$ cat config.mk
export PLATFORM = sky130hd
export DESIGN_NAME = ppf_framer
export DESIGN_NICKNAME = d
export VERILOG_FILES = /design/src/ppf_pkg.sv /design/src/ppf_framer.sv
export SDC_FILE = /design/constraint.sdc
export NUM_CORES = 1
export LEC_CHECK = 0
export BUFFER_PORTS_ARGS = -buffer_cell sky130_fd_sc_hd__buf_2
export CAP_MARGIN = 25
export CORE_UTILIZATION = 40
export CTS_CLUSTER_DIAMETER = 60
export DETAILED_ROUTE_END_ITERATION = 8
export PLACE_DENSITY_LB_ADDON = 0.1
export SLEW_MARGIN = 15
export SYNTH_ARGS = -nofsm -noshare
export SYNTH_HDL_FRONTEND = slang
export SYNTH_SLANG_ARGS = --single-unit
export TNS_END_PERCENT = 10
$ cat constraint.sdc
create_clock -name sys_clk -period 3.7 [get_ports sys_clk]
set_input_delay 0 -clock sys_clk [delete_from_list [all_inputs] [get_ports sys_clk]]
set_output_delay 0 -clock sys_clk [all_outputs]
set_load 0.005 [all_outputs]
$ cat src/ppf_pkg.sv
// constants for the pre-pit disk-information block framer
// Function
// - layer byte: identity in first bit, rest zero
// - type one: id 01, application, physical code
// - type one frames 9-11: layer 0 address
// - frame twelve extension code always 0000
// - version part equals compatible version number
// - application code: bit5 zero, restricted class coding
// - bit6 set: unrestricted, other classes reserved
// - physical code fixed bits as defined
// - physical bit 7: diameter, one is smaller
// - physical bit 10: organic dye zero, else one
// - type two: id 02, frames 7,8,12 zero
// - type two frames 9-11: layer 1 address
// - sync at position 0, index at 1-4
// - frame byte map, bit 5 msb
// - layer 0 blocks continue past final address
// - frame index equals groove sector low bits
// - two three-byte Reed-Solomon parity groups
package ppf_pkg;

    // ----------------------------------------------------------------
    // frame geometry
    // ----------------------------------------------------------------
    localparam int FRAME_BITS = 13; // positions 0 to 12
    localparam int IDX_BITS = 4; // relative frame index width
    localparam int ADDR_BITS = 24; // three-byte block address
    localparam logic SYNC_MARK = 1'b1; // sync slot marker in position 0

    // frame numbers of interest
    localparam logic [3:0] FRM_FIRST = 4'h0; // block start, parity a reset
    localparam logic [3:0] FRM_PAR_A0 = 4'h3; // first parity a byte
    localparam logic [3:0] FRM_ID = 4'h6; // identifier byte, parity b reset
    localparam logic [3:0] FRM_LAST_DATA = 4'hc; // last byte covered by parity b

    // ----------------------------------------------------------------
    // field identifiers
    // ----------------------------------------------------------------
    typedef enum logic [1:0] {
        PPF_FIELD_ZERO,
        PPF_FIELD_ONE,
        PPF_FIELD_TWO,
        PPF_FIELD_BAD
    } ppf_field_t;

    localparam logic [7:0] ID_TYPE_ZERO = 8'h00; // layer information block
    localparam logic [7:0] ID_TYPE_ONE = 8'h01; // info_type_one block
    localparam logic [7:0] ID_TYPE_TWO = 8'h02; // info_type_two block
    localparam logic [7:0] BYTE_ZERO = 8'h00; // filler byte

    // ----------------------------------------------------------------
    // code byte layouts (byte bit 7 = position 5)
    // ----------------------------------------------------------------
    localparam logic APP_BIT5 = 1'b0; // application code position 5
    localparam logic [5:0] APP_CLASS_SINGLE = 6'h00; // single layer, never flagged reserved
    localparam logic [5:0] APP_CLASS_DL0 = 6'h02; // dual-layer class 0
    localparam logic PHY_PITCH = 1'b1; // position 5
    localparam logic PHY_VELOCITY = 1'b0; // position 6
    localparam logic PHY_REFL1 = 1'b1; // position 8
    localparam logic PHY_REFL2 = 1'b0; // position 9
    localparam logic PHY_RECORDABLE = 1'b0; // position 11
    localparam logic PHY_OPP_PATH = 1'b1; // position 12
    localparam logic [3:0] EXT_CODE = 4'h0; // only legal extension code
    localparam logic [6:0] LAYER_PAD = 7'h00; // positions 6 to 12

    // ----------------------------------------------------------------
    // parity field: gp = x^8+x^4+x^3+x^2+1, g = x^3 + 7x^2 + 14x + 8
    // ----------------------------------------------------------------
    localparam logic [7:0] GP_LOW = 8'h1d; // reduction term of gp
    localparam logic [7:0] GEN_C2 = 8'h07;
    localparam logic [7:0] GEN_C1 = 8'h0e;
    localparam logic [7:0] GEN_C0 = 8'h08;

endpackage

$ cat src/ppf_framer.sv
// pre-pit disk-information block framer: builds 16-frame physical blocks
module ppf_framer (
    input wire logic sys_clk,
    input wire logic rst_n,
    input wire logic clk_en,
    input wire logic frame_tick, // one frame slot, from pre-pit timing logic
    input wire logic [ppf_pkg::IDX_BITS-1:0] sector_idx, // groove sector low bits
    input wire logic [1:0] field_sel, // block type, taken at frame 0
    input wire logic [ppf_pkg::ADDR_BITS-1:0] ecc_addr, // block address of part a
    input wire logic layer_sel, // 0 layer 0, 1 layer 1
    input wire logic app_unrestricted, // application code position 6
    input wire logic [5:0] app_class, // application code positions 7 to 12
    input wire logic disk_small, // 1 for the smaller diameter disk
    input wire logic media_other, // 1 for non-dye recording layer
    input wire logic [ppf_pkg::ADDR_BITS-1:0] last_addr_l0, // final layer 0 address
    input wire logic [ppf_pkg::ADDR_BITS-1:0] last_addr_l1, // final layer 1 address
    input wire logic [3:0] version_num, // compatible version number
    output logic frame_valid, // one-cycle pulse per emitted frame
    output logic [ppf_pkg::FRAME_BITS-1:0] frame_word, // bit 12 = position 0
    output logic cfg_error, // last block start had an illegal type
    output logic app_reserved // last block start used a reserved class
);
    import ppf_pkg::*;

    // ----------------------------------------------------------------
    // field arithmetic
    // ----------------------------------------------------------------

    // multiply in gf(256) with the pre-pit primitive polynomial
    function automatic logic [7:0] gf_mul(input logic [7:0] a, input logic [7:0] b);
        logic [7:0] acc;
        logic [7:0] sh;
        acc = 8'h00;
        sh = a;
        for (int i = 0; i < 8; i++) begin
            if (b[i]) begin
                acc = acc ^ sh;
            end
            sh = sh[7] ? ({sh[6:0], 1'b0} ^ GP_LOW) : {sh[6:0], 1'b0};
        end
        return acc;
    endfunction

    // one division step of the parity remainder, high degree first
    function automatic logic [23:0] rs_step(input logic [23:0] st, input logic [7:0] d);
        logic [7:0] fb;
        fb = d ^ st[23:16];
        return {st[15:8] ^ gf_mul(fb, GEN_C2), st[7:0] ^ gf_mul(fb, GEN_C1),
                gf_mul(fb, GEN_C0)};
    endfunction

    // ----------------------------------------------------------------
    // state
    // ----------------------------------------------------------------
    logic active; // a legal block is in progress
    logic next_active;
    ppf_field_t field; // type of the block in progress
    ppf_field_t next_field;
    logic [ADDR_BITS-1:0] snap_addr; // part a address of the block
    logic [ADDR_BITS-1:0] next_snap_addr;
    logic [ADDR_BITS-1:0] snap_last; // final address for the block type
    logic [ADDR_BITS-1:0] next_snap_last;
    logic [7:0] snap_app; // application code byte
    logic [7:0] next_snap_app;
    logic [7:0] snap_phy; // physical code byte
    logic [7:0] next_snap_phy;
    logic [7:0] snap_misc; // layer byte or version byte
    logic [7:0] next_snap_misc;
    logic [23:0] parity; // running remainder, first parity byte on top
    logic [23:0] next_parity;
    logic next_frame_valid;
    logic [FRAME_BITS-1:0] next_frame_word;
    logic next_cfg_error;
    logic next_app_reserved;

    // ----------------------------------------------------------------
    // next-state and frame assembly
    // ----------------------------------------------------------------

    // block fields are frozen at frame 0; frame 0 itself uses live inputs
    always_comb begin
        logic start;
        logic emit;
        ppf_field_t cur_field;
        logic [ADDR_BITS-1:0] cur_addr;
        logic [ADDR_BITS-1:0] cur_last;
        logic [7:0] cur_app;
        logic [7:0] cur_phy;
        logic [7:0] cur_misc;
        logic [7:0] data;
        logic [23:0] par_in;
        start = 1'b0;
        emit = 1'b0;
        cur_field = field;
        cur_addr = snap_addr;
        cur_last = snap_last;
        cur_app = snap_app;
        cur_phy = snap_phy;
        cur_misc = snap_misc;
        data = BYTE_ZERO;
        par_in = parity;
        next_active = active;
        next_field = field;
        next_snap_addr = snap_addr;
        next_snap_last = snap_last;
        next_snap_app = snap_app;
        next_snap_phy = snap_phy;
        next_snap_misc = snap_misc;
        next_parity = parity;
        next_frame_valid = 1'b0;
        next_frame_word = frame_word;
        next_cfg_error = cfg_error;
        next_app_reserved = app_reserved;
        if (frame_tick) begin
            // blocks align to the groove sector count
            start = (sector_idx == FRM_FIRST);
            if (start) begin
                cur_field = ppf_field_t'(field_sel);
                cur_addr = ecc_addr;
                // no address gating: layer 0 blocks run on past the limit
                cur_last = (cur_field == PPF_FIELD_TWO) ? last_addr_l1 : last_addr_l0;
                cur_app = {APP_BIT5, app_unrestricted, app_class};
                cur_phy = {PHY_PITCH, PHY_VELOCITY, disk_small, PHY_REFL1,
                           PHY_REFL2, media_other, PHY_RECORDABLE, PHY_OPP_PATH};
                if (cur_field == PPF_FIELD_ZERO) begin
                    cur_misc = {layer_sel, LAYER_PAD};
                end else begin
                    cur_misc = {version_num, EXT_CODE};
                end
                next_active = (cur_field != PPF_FIELD_BAD);
                next_cfg_error = (cur_field == PPF_FIELD_BAD);
                // unrestricted media: every class but single layer is reserved
                next_app_reserved = app_unrestricted && (app_class != APP_CLASS_SINGLE);
                next_field = cur_field;
                next_snap_addr = cur_addr;
                next_snap_last = cur_last;
                next_snap_app = cur_app;
                next_snap_phy = cur_phy;
                next_snap_misc = cur_misc;
                emit = next_active;
            end else begin
                emit = active;
            end
            // byte for this frame
            unique case (sector_idx)
                4'h0: data = cur_addr[23:16];
                4'h1: data = cur_addr[15:8];
                4'h2: data = cur_addr[7:0];
                4'h3, 4'hd: data = parity[23:16];
                4'h4, 4'he: data = parity[15:8];
                4'h5, 4'hf: data = parity[7:0];
                4'h6: begin
                    unique case (cur_field)
                        PPF_FIELD_ONE: data = ID_TYPE_ONE;
                        PPF_FIELD_TWO: data = ID_TYPE_TWO;
                        default: data = ID_TYPE_ZERO;
                    endcase
                end
                4'h7: begin
                    unique case (cur_field)
                        PPF_FIELD_ONE: data = cur_app;
                        PPF_FIELD_TWO: data = BYTE_ZERO;
                        default: data = cur_addr[23:16];
                    endcase
                end
                4'h8: begin
                    unique case (cur_field)
                        PPF_FIELD_ONE: data = cur_phy;
                        PPF_FIELD_TWO: data = BYTE_ZERO;
                        default: data = cur_addr[15:8];
                    endcase
                end
                4'h9: begin
                    // types one and two: final address, most significant byte first; type zero: part b address low byte
                    if (cur_field == PPF_FIELD_ZERO) begin
                        data = cur_addr[7:0];
                    end else begin
                        data = cur_last[23:16];
                    end
                end
                4'ha: begin
                    if (cur_field == PPF_FIELD_ZERO) begin
                        data = cur_misc;
                    end else begin
                        data = cur_last[15:8];
                    end
                end
                4'hb: begin
                    if (cur_field == PPF_FIELD_ZERO) begin
                        data = BYTE_ZERO;
                    end else begin
                        data = cur_last[7:0];
                    end
                end
                4'hc: begin
                    // version in high nibble, extension code in low nibble
                    if (cur_field == PPF_FIELD_ONE) begin
                        data = cur_misc;
                    end else begin
                        data = BYTE_ZERO;
                    end
                end
                default: data = BYTE_ZERO;
            endcase
            if (emit) begin
                next_frame_valid = 1'b1;
                next_frame_word = {SYNC_MARK, sector_idx, data};
                // remainder restarts at each covered group
                if (sector_idx == FRM_FIRST || sector_idx == FRM_ID) begin
                    par_in = 24'h000000;
                end
                if (sector_idx < FRM_PAR_A0 ||
                    (sector_idx >= FRM_ID && sector_idx <= FRM_LAST_DATA)) begin
                    next_parity = rs_step(par_in, data);
                end
            end
        end
    end

    // ----------------------------------------------------------------
    // registers
    // ----------------------------------------------------------------

    // all state frozen while clk_en is low
    always_ff @(posedge sys_clk or negedge rst_n) begin
        if (!rst_n) begin
            active <= 1'b0;
            field <= PPF_FIELD_ZERO;
            snap_addr <= '0;
            snap_last <= '0;
            snap_app <= 8'h00;
            snap_phy <= 8'h00;
            snap_misc <= 8'h00;
            parity <= 24'h000000;
            frame_valid <= 1'b0;
            frame_word <= '0;
            cfg_error <= 1'b0;
            app_reserved <= 1'b0;
        end else if (clk_en) begin
            active <= next_active;
            field <= next_field;
            snap_addr <= next_snap_addr;
            snap_last <= next_snap_last;
            snap_app <= next_snap_app;
            snap_phy <= next_snap_phy;
            snap_misc <= next_snap_misc;
            parity <= next_parity;
            frame_valid <= next_frame_valid;
            frame_word <= next_frame_word;
            cfg_error <= next_cfg_error;
            app_reserved <= next_app_reserved;
        end
    end

endmodule

==> run metrics <==
largest family of logic cells by synthesized area=simple AND/OR/NAND/NOR gates; mux contribution to synthesized area=0.0959; via count=roughly 6000; max-slew violations=0; die height=approximately 130 µm; num rows=46; Critical Path Fanout Max=6; Synth Warn #=0; min cycle time layout=roughly 3.5 ns; port bufs=about 110; M1 GR Usage=0.326; design area=about 0.0085 mm²; CTS root buffer=clkbuf_16; HPWL Detailed=14400 µm; residual DRC count=0; Initial Util=0.409; vias in the first global route=around 5800; most frequent cells after synthesis=200 x nand2_1, 105 x dfrtp_1, 65 x o21ai_0, 36 x mux2i_1, 30 x clkbuf_1; Leak=4.08 nW; final cell count without fillers=1133; CTS Buf Count=9; Total GRT Usage=0.255; Crit. End Element=flop; first-pass GRT wire length=approximately 32000 µm; Worst-Margin Slew=just under 0.8 ns; xor/xnor share of the synthesized area=0.0729; EDFF count, synth=0; GR Util met2=0.428; TritonCTS clock tree=yes; Worst EP required=3.93 ns; VDD IR max=~0.28 mV; grt ovf=0; top-count cell post-synth=nand2_1; Hold Crit Class=input pin to flop; Initial DRC Count=~440; clk buf depth=2; CP startpoint kind=flop; final wirelength=~20000 µm; CP arrival=~3.7 ns; post-synthesis compound-gate area fraction=0.160; Synth area leader=dfrtp_1; busiest grt layer=met2; initial antenna violation count=0; Layout area overhead=32.0%; GPL Wtd Cong=0.917; largest net degree at the start of global routing=81; Mapped Nets=822; status=finished, final reports clean; Routed WL per cell=~18 µm; unrepaired setup endpoints after global routing=no; CP Class=flop to flop; placed inst area=0.00730 mm²; Final period util=0.939; Avg Cell Area, Syn=between 8 and 9 µm²; IO Count=112; placed instance count=1029; pwr dens=approximately 600 mW/mm²; synth top area cells=dfrtp_1 41%, nand2_1 12%, mux2i_1 5.6%, o21ai_0 5.0%, mux2_2 3.0%; Synth Cell Area=around 0.0065 mm²; drt via density=about 5.2; share of post-route cells with drive strength above 1=0.217; nets@finish=about 1000; Netlist cell types=just over 80; area share of the leading cell type in the synthesized netlist=0.406; top_reg_cell synth=dfrtp_1; adder-cell share of the synthesized area=0.00773; Yosys reg bits=approximately 110; post-route ant nets=0; fmax=around 290 MHz; Clock Latency Late Sink=between 0.3 and 0.4 ns; sequential area share after synthesis=0.406; H-tree depth=3; Post-CTS Setup Repair Bufs=0; Final Hold Viols=0; Clock Skew=~0.0055 ns; Setup violations, final=0; Post-Syn Instances=about 720; drt pass-1 iters=5; Async SR Flop Fraction=1.00; CTS Sinks=between 100 and 150; Die X-Extent=129 µm; ant diodes=0; clock slew at reported path FFs=0.07 ns; max_cap viols=0; die area=between 0.015 and 0.02 mm²; Slew headroom=0.475; post-synthesis simple-gate area fraction=0.210; core area=0.0158 mm²; Global Route met3 Usage=0.0425
## layout make-up
type | count | area (µm²)
Multi-Input combinational cell | 552 | 3550
Clock inverter | 6 | 108
Inverter | 15 | 56.3
Fill cell | 1448 | 7280
Clock buffer | 9 | 225
Timing Repair Buffer | 230 | 1700
Tap cell | 216 | 270
Sequential cell | 105 | 2630
## power by group
part / switching (mW) / leakage [nW] / internal (mW)
combinational: 1.11 / 2.57 / 1.18
sequential: 0.250 / 1.34 / 1.46
clock: 0.439 / 0.161 / 0.655
## placed cells by master (no fill, tap or decap), types with 5 or more instances in the layout
cell type and count:
a31oi_1 6, nand3_1 9, mux2_2 17, and2_1 6, o21ai_0 65, nand2_1 200
a21oi_1 11, buf_4 30, xnor2_1 19, nor2_1 24, o21ai_1 13, dlygate4sd3_1 88
xor2_1 15, mux2i_1 36, buf_2 110, nor2b_1 5, dfrtp_1 105, clkbuf_16 9
inv_1 15, and3_1 5, xnor3_1 7
## metrics by stage
| stage | utilization | total power [mW] | hold WS (ns) | TNS [ns] | setup slack (ns) |
|---|---|---|---|---|---|
| 2_1_floorplan | - | 3.28 | -0.296 | 0 | 0.170 |
| 4_1_cts | 0.538 | 5.12 | 0.0632 | 0 | 0.198 |
| 3_3_place_gp | 0.461 | 3.89 | 0.192 | -0.113 | -0.0630 |
| 5_1_grt | 0.540 | 5.45 | 0.0778 | 0 | 0.0527 |
| 6_report | 0.540 | 5.10 | 0.0642 | 0 | 0.227 |
| 3_5_place_dp | 0.461 | 3.93 | 0.194 | -0.209 | -0.108 |
## metal layers
metal,vias to the layer above,wire [µm]
met2,208,9630
met1,2783,8700
met4,0,569
met5,-,0
li1,2878,-
met3,34,1120
## repair_timing
action | in CTS | in global routing
endpoints found under the hold margin | 143 | 0
hold buffers | 88 | 0
endpoints found under the setup margin | 0 | 2
resized for setup | 0 | 1
## sequential cells by signal, indices dropped and copies added, names as in the netlist
register and cells:
field 2, app_reserved 1, frame_word 13, snap_phy 3, snap_addr 24, cfg_error 1
snap_last 24, active 1, frame_valid 1, parity 24, snap_misc 4, snap_app 7
## critical path, stage by stage (launching register included)
cell and delay [ns]:
dfrtp_1 0.39, mux2i_1 0.32, ha_1 0.38, nor3b_1 0.25, o21a_1 0.30, o2bb2ai_1 0.21
and4bb_1 0.25, mux2i_1 0.17, buf_4 0.16, xor2_1 0.31, xnor3_1 0.33, xnor2_1 0.18
o21ai_0 0.10
## kinds of logic (layout without fill, tap and decap cells)
logic type | Yosys count | in the layout
flip-flops | 105 | 105
multiplexers | 58 | 58
adder cells (fa/ha/maj) | 4 | 4
AO/OA/AOI/OAI | 155 | 155
AND/OR/NAND/NOR | 293 | 293
buffers and inverters | 65 | 260
XOR/XNOR | 42 | 42
## final timing paths
check,from,endpoint,slack (ns),depth (start not counted)
hold reg to reg,frame_word[12]$_DFFE_PN0P_,frame_word[12]$_DFFE_PN0P_,0.46,1
hold / removal,field_sel[0],active$_DFFE_PN0P_,0.06,3
min in group asynchronous,rst_n,snap_addr[19]$_DFFE_PN0P_,0.10,2
max in group asynchronous,rst_n,snap_last[9]$_DFFE_PN0P_,2.93,3
setup / recovery,field[0]$_DFFE_PN0P_,parity[14]$_DFFE_PN0P_,0.23,12
setup reg to reg,field[0]$_DFFE_PN0P_,parity[14]$_DFFE_PN0P_,0.23,12
Power figures use the tool's default switching activity.
